## src/logic/seq_params.svh

```systemverilog
// Offsets, field positions, reset values and timing for the mode sequencer
// How it works
// - Three modes chosen by two-bit mode field
// - Power-on reset leaves device in sleep
// - Sleep measures nothing, registers stay accessible
// - Forced runs one measurement, then sleeps
// - Normal repeats measurement then standby forever
// - Three-bit standby select, 0.5 to 1000 ms
// - Mode change during measurement waits for end
// - While pending, ignore mode and humidity writes
// - Normal mode refreshes data every cycle
// - Measurement is temperature, pressure, humidity, each oversampled
// - Filter only on pressure and temperature
// - Humidity skippable, three-bit oversampling, 16-bit result
// - Pressure 20 bits filtered, else 15+osrs
// - Temperature likewise, and skippable
// - Filter: (old*(c-1)+adc)/c, stored and output
// - Coefficient off, 2, 4, 8 or 16
// - Filter write resets; next sample loads memory
// - Skipped temp or press channel keeps memory, outputs 0x80000
// - Re-enabled channel resumes from kept memory
// - Soft reset command restores reset state
`ifndef SEQ_PARAMS_SVH
`define SEQ_PARAMS_SVH
`define OFS_CTRL_MEAS 8'h00
`define OFS_CONFIG    8'h04
`define OFS_CTRL_HUM  8'h08
`define OFS_STATUS    8'h0c
`define OFS_RESET     8'h10
`define OFS_PRESS     8'h14
`define OFS_TEMP      8'h18
`define OFS_HUM       8'h1c
`define OFS_ID        8'h20
`define MODE_LSB      0
`define OSRS_P_LSB    2
`define OSRS_T_LSB    5
`define FILT_LSB      0
`define SB_LSB        5
`define OSRS_H_LSB    0
`define MODE_SLEEP    2'h0
`define MODE_NORMAL   2'h3
`define SKIP_VALUE    20'h80000
`define RESET_KEY     8'hb6
`define CHIP_ID       8'h5a // Arbitrary value
`define CLK_MHZ       25
`define SB_US_0       500
`define SB_US_1       1000
`define SB_US_2       2000
`define SB_US_3       5000
`define SB_US_4       10000
`define SB_US_5       100000
`define SB_US_6       500000
`define SB_US_7       1000000
`endif

```

## src/logic/seq_pkg.sv

```systemverilog
// Types of the measurement mode sequencer
package seq_pkg;
    typedef enum logic [1:0] {st_idle, st_start, st_wait, st_standby} meas_state_e;
    typedef struct packed {
        meas_state_e      st;
        logic [1:0]       chan;
        logic [1:0]       mode;
        logic [1:0]       pend_mode;
        logic             pend;
        logic [2:0]       osrs_p;
        logic [2:0]       osrs_t;
        logic [2:0]       osrs_h;
        logic [2:0]       filt;
        logic [2:0]       sb;
        logic [1:0]       init;
        logic [1:0][19:0] mem;
        logic [1:0][19:0] outv;
        logic [15:0]      hum;
        logic [24:0]      sb_cnt;
        logic             ready;
        logic             slverr;
        logic             conv_start;
        logic [31:0]      rdata;
    } seq_state_s;
endpackage : seq_pkg

```

## src/logic/measurement_mode_sequencer.sv

```systemverilog
// Measurement mode sequencer with APB registers and IIR filter
//
// The implementer's own choices: the APB register port and the register offsets.
`timescale 1ns/1ns
`include "seq_params.svh"
module measurement_mode_sequencer #(
    parameter int unsigned standby_cycles [8] = '{
        `SB_US_0 * `CLK_MHZ, `SB_US_1 * `CLK_MHZ,
        `SB_US_2 * `CLK_MHZ, `SB_US_3 * `CLK_MHZ,
        `SB_US_4 * `CLK_MHZ, `SB_US_5 * `CLK_MHZ,
        `SB_US_6 * `CLK_MHZ, `SB_US_7 * `CLK_MHZ}
) (
    input  wire logic        pclk,       // 25 MHz clock
    input  wire logic        presetn,    // Async reset, low
    input  wire logic        ce,         // Clock enable
    input  wire logic        psel,       // APB select
    input  wire logic        penable,    // APB enable
    input  wire logic        pwrite,     // APB direction
    input  wire logic [7:0]  paddr,      // APB byte address
    input  wire logic [31:0] pwdata,     // APB write data
    output logic      [31:0] prdata,     // APB read data
    output logic             pready,     // APB ready
    output logic             pslverr,    // APB error
    output logic             conv_start, // Conversion request
    output logic      [1:0]  conv_chan,  // 0 temp, 1 press, 2 hum
    output logic      [2:0]  conv_osrs,  // Oversampling of request
    output logic             measuring,  // Measurement period busy
    input  wire logic        adc_valid,  // Conversion done pulse
    input  wire logic [19:0] adc_data    // Raw conversion result
);
    seq_pkg::seq_state_s s;
    seq_pkg::seq_state_s n;

    // Oversampling setting of a channel
    function automatic logic [2:0] chan_osrs(
        input seq_pkg::seq_state_s v, input logic [1:0] c);
        case (c)
            2'h0:    chan_osrs = v.osrs_t;
            2'h1:    chan_osrs = v.osrs_p;
            default: chan_osrs = v.osrs_h;
        endcase
    endfunction : chan_osrs

    // Coefficient as a shift: off, 2, 4, 8, then 16 for settings 4 and above
    function automatic logic [2:0] coef_shift(input logic [2:0] f);
        coef_shift = (f > 3'h4) ? 3'h4 : f;
    endfunction : coef_shift

    // Unfiltered width is 15 + osrs bits, left aligned
    function automatic logic [19:0] res_mask(input logic [2:0] o);
        logic [2:0] drop;
        drop = (o >= 3'h5) ? 3'h0 : 3'h5 - o;
        res_mask = 20'hfffff << drop;
    endfunction : res_mask

    // One filter step, exact shift division
    function automatic logic [19:0] filt_step(
        input logic [19:0] old, input logic [19:0] adc,
        input logic [2:0] k);
        logic [24:0] acc;
        acc = ({5'h0, old} << k) - {5'h0, old} + {5'h0, adc};
        filt_step = 20'(acc >> k);
    endfunction : filt_step

    // Register offset decode, used by the error path only
    function automatic logic mapped(input logic [7:0] a);
        mapped = (a <= `OFS_ID) && (a[1:0] == 2'h0);
    endfunction : mapped

    logic       acc_ph;
    logic       wr;
    logic       is_meas;
    logic [2:0] osrs_now;
    logic [2:0] k_now;

    assign acc_ph   = psel && penable && s.ready;
    assign wr       = acc_ph && pwrite && !s.slverr;
    assign is_meas  = (s.st == seq_pkg::st_start) || (s.st == seq_pkg::st_wait);
    assign osrs_now = chan_osrs(s, s.chan);
    assign k_now    = coef_shift(s.filt);

    // Next state: measurement flow first, bus writes after
    always_comb begin
        logic       done;
        logic       start_new;
        logic [1:0] m;
        n         = s;
        done      = 1'b0;
        start_new = 1'b0;
        m         = 2'h0;
        n.ready   = psel && !penable && !s.ready;
        if (psel && !penable) begin
            n.slverr = !mapped(paddr);
        end
        case (s.st)
            seq_pkg::st_idle: begin
            end
            seq_pkg::st_start: begin
                if (osrs_now == 3'h0) begin
                    // Skipped: memory untouched, marker out for temp and press only
                    if (s.chan != 2'h2) begin
                        n.outv[s.chan[0]] = `SKIP_VALUE;
                    end
                    done = 1'b1;
                end else begin
                    n.conv_start = 1'b1;
                    n.st         = seq_pkg::st_wait;
                end
            end
            seq_pkg::st_wait: begin
                // Request stands until its result is taken
                if (adc_valid) begin
                    n.conv_start = 1'b0;
                    done         = 1'b1;
                    if (s.chan == 2'h2) begin
                        n.hum = adc_data[15:0];
                    end else if (k_now == 3'h0) begin
                        n.outv[s.chan[0]] = adc_data & res_mask(osrs_now);
                        n.mem[s.chan[0]]  = adc_data;
                    end else if (s.init[s.chan[0]]) begin
                        n.outv[s.chan[0]] = adc_data;
                        n.mem[s.chan[0]]  = adc_data;
                        n.init[s.chan[0]] = 1'b0;
                    end else begin
                        // Resumes from whatever memory was kept
                        n.mem[s.chan[0]]  = filt_step(s.mem[s.chan[0]], adc_data, k_now);
                        n.outv[s.chan[0]] = n.mem[s.chan[0]];
                    end
                end
            end
            seq_pkg::st_standby: begin
                if (s.sb_cnt == 25'h0) begin
                    n.st   = seq_pkg::st_start;
                    n.chan = 2'h0;
                end else begin
                    n.sb_cnt = s.sb_cnt - 25'h1;
                end
            end
            default: n.st = seq_pkg::st_idle;
        endcase

        // End of a channel; end of period applies a deferred mode
        if (done) begin
            if (s.chan != 2'h2) begin
                n.chan = s.chan + 2'h1;
                n.st   = seq_pkg::st_start;
            end else begin
                m = s.mode;
                if (s.pend) begin
                    m         = s.pend_mode;
                    start_new = 1'b1;
                    n.pend    = 1'b0;
                end
                n.chan = 2'h0;
                if (m == `MODE_SLEEP) begin
                    n.st = seq_pkg::st_idle;
                end else if (m == `MODE_NORMAL) begin
                    n.st     = seq_pkg::st_standby;
                    n.sb_cnt = 25'(standby_cycles[s.sb] - 1);
                end else if (start_new) begin
                    n.st = seq_pkg::st_start;
                end else begin
                    // Single shot over, host must ask again
                    m    = `MODE_SLEEP;
                    n.st = seq_pkg::st_idle;
                end
                n.mode = m;
            end
        end

        // Register writes take effect at the access edge
        if (wr) begin
            case (paddr)
                `OFS_CTRL_MEAS: begin
                    n.osrs_p = pwdata[`OSRS_P_LSB +: 3];
                    n.osrs_t = pwdata[`OSRS_T_LSB +: 3];
                    if (s.pend) begin
                        n.pend = n.pend;
                    end else if (n.st == seq_pkg::st_start || n.st == seq_pkg::st_wait) begin
                        n.pend      = 1'b1;
                        n.pend_mode = pwdata[`MODE_LSB +: 2];
                    end else begin
                        n.mode = pwdata[`MODE_LSB +: 2];
                        n.chan = 2'h0;
                        case (pwdata[`MODE_LSB +: 2])
                            `MODE_SLEEP:  n.st = seq_pkg::st_idle;
                            `MODE_NORMAL: begin
                                if (s.mode != `MODE_NORMAL) begin
                                    n.st = seq_pkg::st_start;
                                end
                            end
                            default:      n.st = seq_pkg::st_start;
                        endcase
                    end
                end
                `OFS_CONFIG: begin
                    n.filt = pwdata[`FILT_LSB +: 3];
                    n.sb   = pwdata[`SB_LSB +: 3];
                    n.init = 2'h3;
                end
                `OFS_CTRL_HUM: begin
                    if (!s.pend) begin
                        n.osrs_h = pwdata[`OSRS_H_LSB +: 3];
                    end
                end
                `OFS_RESET: begin
                    if (pwdata[7:0] == `RESET_KEY) begin
                        n       = '0;
                        n.ready = 1'b0;
                    end
                end
                default: begin
                end
            endcase
        end

        // Read data captured in setup; any mode reads back
        if (psel && !penable) begin
            case (paddr)
                `OFS_CTRL_MEAS: n.rdata = {24'h0, s.osrs_t, s.osrs_p, s.mode};
                `OFS_CONFIG:    n.rdata = {24'h0, s.sb, 2'h0, s.filt};
                `OFS_CTRL_HUM:  n.rdata = {29'h0, s.osrs_h};
                `OFS_STATUS:    n.rdata = {30'h0, s.pend, is_meas};
                `OFS_PRESS:     n.rdata = {12'h0, s.outv[1]};
                `OFS_TEMP:      n.rdata = {12'h0, s.outv[0]};
                `OFS_HUM:       n.rdata = {16'h0, s.hum};
                `OFS_ID:        n.rdata = {24'h0, `CHIP_ID}; // Arbitrary value
                default:        n.rdata = 32'h0;
            endcase
        end
    end

    // State register; reset lands in sleep
    always_ff @(posedge pclk or negedge presetn) begin
        if (!presetn) begin
            s <= '0;
        end else if (ce) begin
            s <= n;
        end
    end

    assign prdata     = s.rdata;
    assign pready     = s.ready;
    assign pslverr    = s.slverr;
    assign conv_start = s.conv_start;
    assign conv_chan  = s.chan;
    assign conv_osrs  = chan_osrs(s, s.chan);
    assign measuring  = is_meas;

    logic wr_meas;
    logic wr_cfg;
    logic wr_hum;
    logic last_done;
    assign wr_meas   = wr && ce && paddr == `OFS_CTRL_MEAS;
    assign wr_cfg    = wr && ce && paddr == `OFS_CONFIG;
    assign wr_hum    = wr && ce && paddr == `OFS_CTRL_HUM;
    assign last_done = ce && s.st == seq_pkg::st_wait && adc_valid && s.chan == 2'h2;
endmodule : measurement_mode_sequencer

```

## config.mk

```make
export PLATFORM = sky130hd
export DESIGN_NAME = measurement_mode_sequencer
export DESIGN_NICKNAME = d
export VERILOG_FILES = /design/src/logic/seq_pkg.sv /design/src/logic/measurement_mode_sequencer.sv
export VERILOG_INCLUDE_DIRS = /design/src /design/src/logic
export SDC_FILE = /design/constraint.sdc
export NUM_CORES = 1
export LEC_CHECK = 0
export ABC_AREA = 1
export ABC_CLOCK_PERIOD_IN_PS = 5460
export BUFFER_PORTS_ARGS = -buffer_cell sky130_fd_sc_hd__buf_2
export CAP_MARGIN = 20
export CORE_UTILIZATION = 49
export CTS_CLUSTER_SIZE = 20
export DETAILED_ROUTE_END_ITERATION = 8
export PLACE_DENSITY = 0.65
export RECOVER_POWER = 100
export SETUP_SLACK_MARGIN = 0.2
export SYNTH_ARGS = -nofsm -noshare
export SYNTH_HDL_FRONTEND = slang
export SYNTH_SLANG_ARGS = --single-unit
export TNS_END_PERCENT = 30
```

## constraint.sdc

```tcl
create_clock -name pclk -period 5.46 [get_ports pclk]
set_input_delay 0.273 -clock pclk [delete_from_list [all_inputs] [get_ports pclk]]
set_output_delay 0.273 -clock pclk [all_outputs]
set_load 0.05 [all_outputs]
```

Yosys cells after proc, flatten, opt, wreduce, memory -nomap -nowiden --
Memories as Yosys holds them, arrays and structs flattened. Cells that the tools add are included.
Cells by class: reductions and logical operators 33, add/sub/neg operators 6, bitwise logic cells 7, shifts and indexed selects 3, order comparisons 6, eq/ne operators 24, divide/modulo/power cells 0, muxes and demuxes 81, $mul 0
Operators by type and width (count):
- $mux 182 | 2
- $bwmux 40 | 5
- $mux 25 | 8
- $mux 80 | 2
- $pmux 20 s8 | 1
- $mux 156 | 1
- $mux 20 | 5
- $mux 98 | 1
- $mux 82 | 1
- $mux 40 | 2
- $pmux 40 s2 | 1
- $sub 25x1->25 const B | 2
- $mux 42 | 1
- $and 38x38->38 | 1
- $not 38->38 | 1
- $eq 8x5->1 const B | 4
- $mux 16 | 2
- $mux 32 | 1
- $pmux 15 s2 | 1
- $mux 2 | 14
- $add 25x20->25 | 1
- $logic_not 25->1 | 1
- $shl 20x3->25 | 1
- $shr 25x3->20 | 1
- 43 further kinds | 100
Word-level totals: memory bits (read-only) 256, flip-flop bits (word level) 182, logic and storage cells 182, memories kept 1, latch bits 0, bits in writable memories 0
Memories:
- (no name shown) | depth 8, bits a word 32, read ports 1, clocked after Yosys merged registers in 0, wr ports 0, RTL line measurement_mode_sequencer.sv:159 | n.sb_cnt = 25'(standby_cycles[s.sb] - 1);

Longest topological paths before layout --
depth after elaboration 19, gate-level depth with buffers 35, mapped depth without buffers 31

Worst setup path after synthesis --
Ideal clock, no wire load.
path kind register to register, start point register s[163] (netlist bit), end point register s[81] (netlist bit), setup time 0.117 ns, slack 1.175 ns, stages on the path, launching flop included 28, required time 5.343 ns, buffers on the path 4, arrival 4.168 ns, cells stage by stage dfrtp_1 -> buf_2 -> inv_1 -> nand2_1 -> inv_1 -> clkbuf_1 -> buf_2 -> clkbuf_1 -> o21ai_0 -> o21ai_0 -> inv_1 -> fa_1 -> inv_1 -> ha_1 -> or2_2 -> nand3_1 -> nand2_1 -> or2_2 -> nand3_1 -> nand3_1 -> nand3_1 -> nand2_1 -> nand2_1 -> nand3_1 -> nand2_1 -> nand3_1 -> nand2_1 -> nand2_1
Between the ends: cells in the longest elaborated chain, start to end 18, elaborated cells between the ends (all ways) 19, those cells by class add/sub (2); order compare (1); shift (2); mux (13); reduce/logical (1)
RTL lines:
- start: declaration | RTL line measurement_mode_sequencer.sv:31 | seq_pkg::seq_state_s s;
- start signal: assignment | RTL line measurement_mode_sequencer.sv:238 | s <= n;
- $gt 3x3->1 | RTL line measurement_mode_sequencer.sv:46 | coef_shift = (f > 3'h4) ? 3'h4 : f;
- $mux 3 * | RTL line measurement_mode_sequencer.sv:46
- $shl 20x3->25 | RTL line measurement_mode_sequencer.sv:61 | acc = ({5'h0, old} << k) - {5'h0, old} + {5'h0, adc};
- $sub 25x20->25 | RTL line measurement_mode_sequencer.sv:61
- $add 25x20->25 | RTL line measurement_mode_sequencer.sv:61
- $shr 25x3->20 | RTL line measurement_mode_sequencer.sv:62 | filt_step = 20'(acc >> k);
- $bwmux 40 | RTL line measurement_mode_sequencer.sv:126 | n.mem[s.chan[0]] = filt_step(s.mem[s.chan[0]], adc_data, k_now);
- $mux 20 (implied by the code) (2 in a row) | RTL line measurement_mode_sequencer.sv:127 | n.outv[s.chan[0]] = n.mem[s.chan[0]];
- $bwmux 40 | RTL line measurement_mode_sequencer.sv:127
- $mux 80 | RTL line measurement_mode_sequencer.sv:120 | end else if (s.init[s.chan[0]]) begin
- $mux 80 * | RTL line measurement_mode_sequencer.sv:117 | end else if (k_now == 3'h0) begin
- $mux 82 * | RTL line measurement_mode_sequencer.sv:115 | if (s.chan == 2'h2) begin
- $mux 98 * | RTL line measurement_mode_sequencer.sv:112 | if (adc_valid) begin
- $pmux 40 s2 * | RTL line measurement_mode_sequencer.sv:95 | case (s.st)
- $mux 182 | RTL line measurement_mode_sequencer.sv:207 | if (pwdata[7:0] == `RESET_KEY) begin
- $mux 156 | RTL line measurement_mode_sequencer.sv:173 | case (paddr)
- $mux 182 * | RTL line measurement_mode_sequencer.sv:172 | if (wr) begin
Mark *: on every way between the ends. The rest lies on a longest branch, timed or not. The select of a mux whose other input is x is not followed. A chain may end at the register's enable or synchronous reset.

Worst setup path after layout --
start point register s, in the netlist conv_chan[0], end point register s[181] (netlist bit)
Between the ends: cells in the longest elaborated chain, start to end 12, elaborated cells between the ends (all ways) 21, those cells by class eq/ne (4); mux (14); reduce/logical (3)
RTL lines:
- $eq 2x1->1 / $logic_not 2->1 (equally long branches) | RTL line measurement_mode_sequencer.sv:37 | case (c)
- $pmux 3 s2 | RTL line measurement_mode_sequencer.sv:37
- $logic_not 3->1 | RTL line measurement_mode_sequencer.sv:99 | if (osrs_now == 3'h0) begin
- $mux 2 / $mux 1 (equally long branches) | RTL line measurement_mode_sequencer.sv:99
- $pmux 2 s2 / $pmux 1 s2 (equally long branches) | RTL line measurement_mode_sequencer.sv:95
- $mux 6 * | RTL line measurement_mode_sequencer.sv:143 | if (done) begin
- $mux 2, or another cell as far along | RTL line measurement_mode_sequencer.sv:188 | if (s.mode != `MODE_NORMAL) begin
- $pmux 2 s2 / $logic_or 1x1->1 (equally long branches) | RTL line measurement_mode_sequencer.sv:185, measurement_mode_sequencer.sv:179
- $mux 6 | RTL line measurement_mode_sequencer.sv:179 | end else if (n.st == seq_pkg::st_start || n.st == seq_pkg::st_wait) begin
- $mux 8 | RTL line measurement_mode_sequencer.sv:177 | if (s.pend) begin
- $pmux 15 s2 | RTL line measurement_mode_sequencer.sv:173
- $mux 182 * | RTL line measurement_mode_sequencer.sv:172
Marked as above.

==> impl_metrics.tcl <==
set metrics [dict create \
    outcome "finished with violations" \
    violations "capacitance limit, slew limit" \
    p_seq_share_pct 19.9 \
    cts_sinks 170 \
    hold_violations 0 \
    drtPass1Iterations 8 \
    p_clk_share_pct 13.5 \
    layout.nets 2737 \
    cts-root-buf "clkbuf_16" \
    reg2reg_to "s[181]" \
    worst_path_dominant_cell_family "simple AND/OR/NAND/NOR gates" \
    drive_gt1_share_pct 5.376 \
    grt_max_degree 110 \
    htree_levels 4 \
    dieArea_um2 33790 \
    area_growth_pct 6.373 \
    die_w_um 183.8 \
    critPathRequiredTime_ns 5.78 \
    p_sw_uw 5335 \
    clk_pin_slew_ns 0.07 \
    p_sw_share_pct 55.38 \
    hold_path_class "primary input to register" \
    p_leak_uw 0.008570 \
    setup_viol 0 \
    crit_top_cell "nand2_1" \
    first_iter_violations 2290 \
    final_cell_mix "nand2_1, inv_1, o21ai_0, nand3_1, nor2_1" \
    start_kind "register" \
    critical_path.slowest_cell "dfrtp_4" \
    chipHeight_um 183.8 \
    tns_ns 0 \
    antenna_found_initial 0 \
    drc 0 \
    endpoint "s[181]" \
    p_per_area_nw_per_um2 559.1 \
    yosysSeqAreaShare_pct 26.26 \
    slew_headroom_pct -189.6 \
    place.gp.congestion 0.9597 \
    port_buffers 71 \
    ys_types 56 \
    path_depth 18 \
    grt_pass1_wl_mm 90.74 \
    rsz0062_at_grt "no" \
    cp-end-kind "register" \
    start_util_pct 49.78 \
    period_share_pct 90.35 \
    min_period_ns 4.933 \
    synthCells 2641 \
    r2r_cells 18 \
    post-place-ws_ns 0.6633 \
    synth_top_flop_cell "dfrtp_1" \
    crit_chain "buf_4 > inv_1 > nor2_1 > nand2_1 > nand3_1 > nand3_1 > o21ai_4 > nand2_1 > nor2_4 > inv_1 > nand2_1 > nand2_1 > nand2_1 > nand2_1 > nand2_1 > nand2_2 > o21ai_1 > nand2_1" \
    max_cap_viol_count 4 \
    synth-seq-cells 170 \
    ff2ff_setup_slack_ns 0.53 \
    grt_pass1_vias 16177 \
    postRouteAntennaNets 0 \
    worstSetupStartpoint "conv_chan[0]" \
    combPwrFrac_pct 66.5 \
    wl_mm 58.16 \
    finalMaxSlewViolations 326 \
    wire_per_inst_um 18.97 \
    timing.fmax_mhz 202.7 \
    synth_edf_count 0 \
    tightest_slew_ns 4.343 \
    cts_tree "yes" \
    clk_latency_ns 0.46 \
    cts_buffers 17 \
    hpwl_mm 41.25 \
    rows 66 \
    arrival_ns 5.26 \
    path_max_fanout 30 \
    crit_path_max_incr_delay_ns 0.62 \
    syn_area_um2 16200 \
    track_usage_pct 34.51 \
    cts_buffer_depth 2 \
    core_area_um2 32540 \
    avgSynthCellArea_um2 6.133 \
    skew_ns 0.02112 \
    vdd_drop_max_v 0.0002816 \
    criticalPathCategory "register to register" \
    worstReg2RegStart "conv_chan[0]" \
    yosys_warnings 0 \
    p_int_uw 4298 \
    diodes 0 \
    vias 18106 \
    final_common_cell "nand2_1" \
    avgViaCountPerCell 5.907 \
    cp_num_buf_inv 3 \
    grt_overflow 0 \
    layout_setup_ws_ns 0.5267 \
    ios 108 \
    async_flop_share_pct 100.0 \
]
[flip-flops by register name (all words and copies together), names as in the netlist]
signal      count
pslverr         1
prdata         20
conv_chan       2
conv_start      1
s             145
pready          1
[layout make-up]
class	instances	area, µm²
Inverter	352	1321
Timing Repair Buffer	109	656.9
Fill cell	3411	15310
Sequential cell	170	4258
Clock inverter	12	156.4
Clock buffer	20	446.7
Tap cell	442	553.0
Multi-Input combinational cell	1960	9838
[metal layers]
layer	GRT usage (%)	part of all wire (%)	vias up
met3	6.557	9.7	100
li1	-	-	8543
met1	49.56	44	8481
met5	0	0	-
met4	9.767	2.2	0
met2	52.42	44	982
[repair_timing]
item,in CTS,in global routing
setup buffers,0,1
endpoints found under the hold margin,18,0
hold buffers,1,0
resized for setup,0,2
endpoints found under the setup margin,0,34
[how the worst min path moves through the flow]
stage / cells after the start / slack (ns) / end / start
floorplan: 0 / -0.02 / conv_chan[0] / presetn
global placement: 1 / 0.48 / s[108] / presetn
detailed placement: 1 / 0.48 / s[88] / presetn
CTS: 3 / 0.04 / s[171] / pwdata[3]
global route: 3 / 0.06 / s[171] / pwdata[3]
finish: 3 / 0.05 / s[171] / pwdata[3]
[stage by stage]
stage               total power [µW]  hold WS [ns]  instance area, µm²  instances  util, %
finish                          9634       0.04977               17230       3065    52.96
global route                   10520       0.06074               17230       3065    52.96
CTS                             9452       0.04216               17270       3063    53.08
detailed placement              8128        0.4769               16660       3030    51.20
global placement                8021        0.4811               16630       3029    51.11
floorplan                       6417      -0.02259               16240       2652        -
[kinds of logic after synthesis]
group,after synthesis,share of synthesized area (%)
xor gates and xnor gates,24,1.298
DFF,170,26.26
AOI/OAI and AO/OA,595,20.96
muxes,9,0.5639
adders and majority gates,60,5.562
other,1,0.02315
and+or+nand+nor,1260,32.18
buffers and inverters,522,13.15
[worst min-delay path, stage by stage]
cell     delay (ns)
buf_2          0.09
nand2_1        0.05
o21ai_0        0.06
[cell usage after synthesis (4+ instances only)]
cell	number	share of area, %
a22oi_1	13	0.60
nor2_2	6	0.23
nand2_1	778	18
nand2_2	9	0.35
o221ai_1	11	0.59
fa_1	20	2.5
a32o_1	4	0.25
buf_2	19	0.59
o21ai_1	9	0.28
inv_1	338	7.8
buf_1	14	0.32
nand3b_1	7	0.32
a21oi_1	158	4.9
o21ai_0	228	7.0
clkbuf_1	100	2.3
ha_1	40	3.1
nor3_1	16	0.49
mux2i_1	8	0.49
inv_2	8	0.19
o22ai_1	65	2.5
a211oi_1	6	0.28
o31ai_1	9	0.42
a2111oi_0	5	0.27
buf_4	35	1.6
xnor2_1	4	0.22
o211ai_1	36	1.7
nor4_1	6	0.23
nand3_1	213	6.6
dfrtp_1	170	26
clkinv_1	6	0.14
xor2_1	20	1.1
nand4_1	17	0.66
nor2_1	192	4.4
a31oi_1	40	1.5
[power by group through the flow]
stage               clock network (µW)  logic [µW]  registers (µW)
global route                      1360        7200            1970
finish                            1300        6410            1920
floorplan                            0        4560            1860
CTS                               1310        6230            1910
global placement                     0        6100            1920
detailed placement                   0        6200            1930
Note: power is estimated with default switching activity, not from simulation.
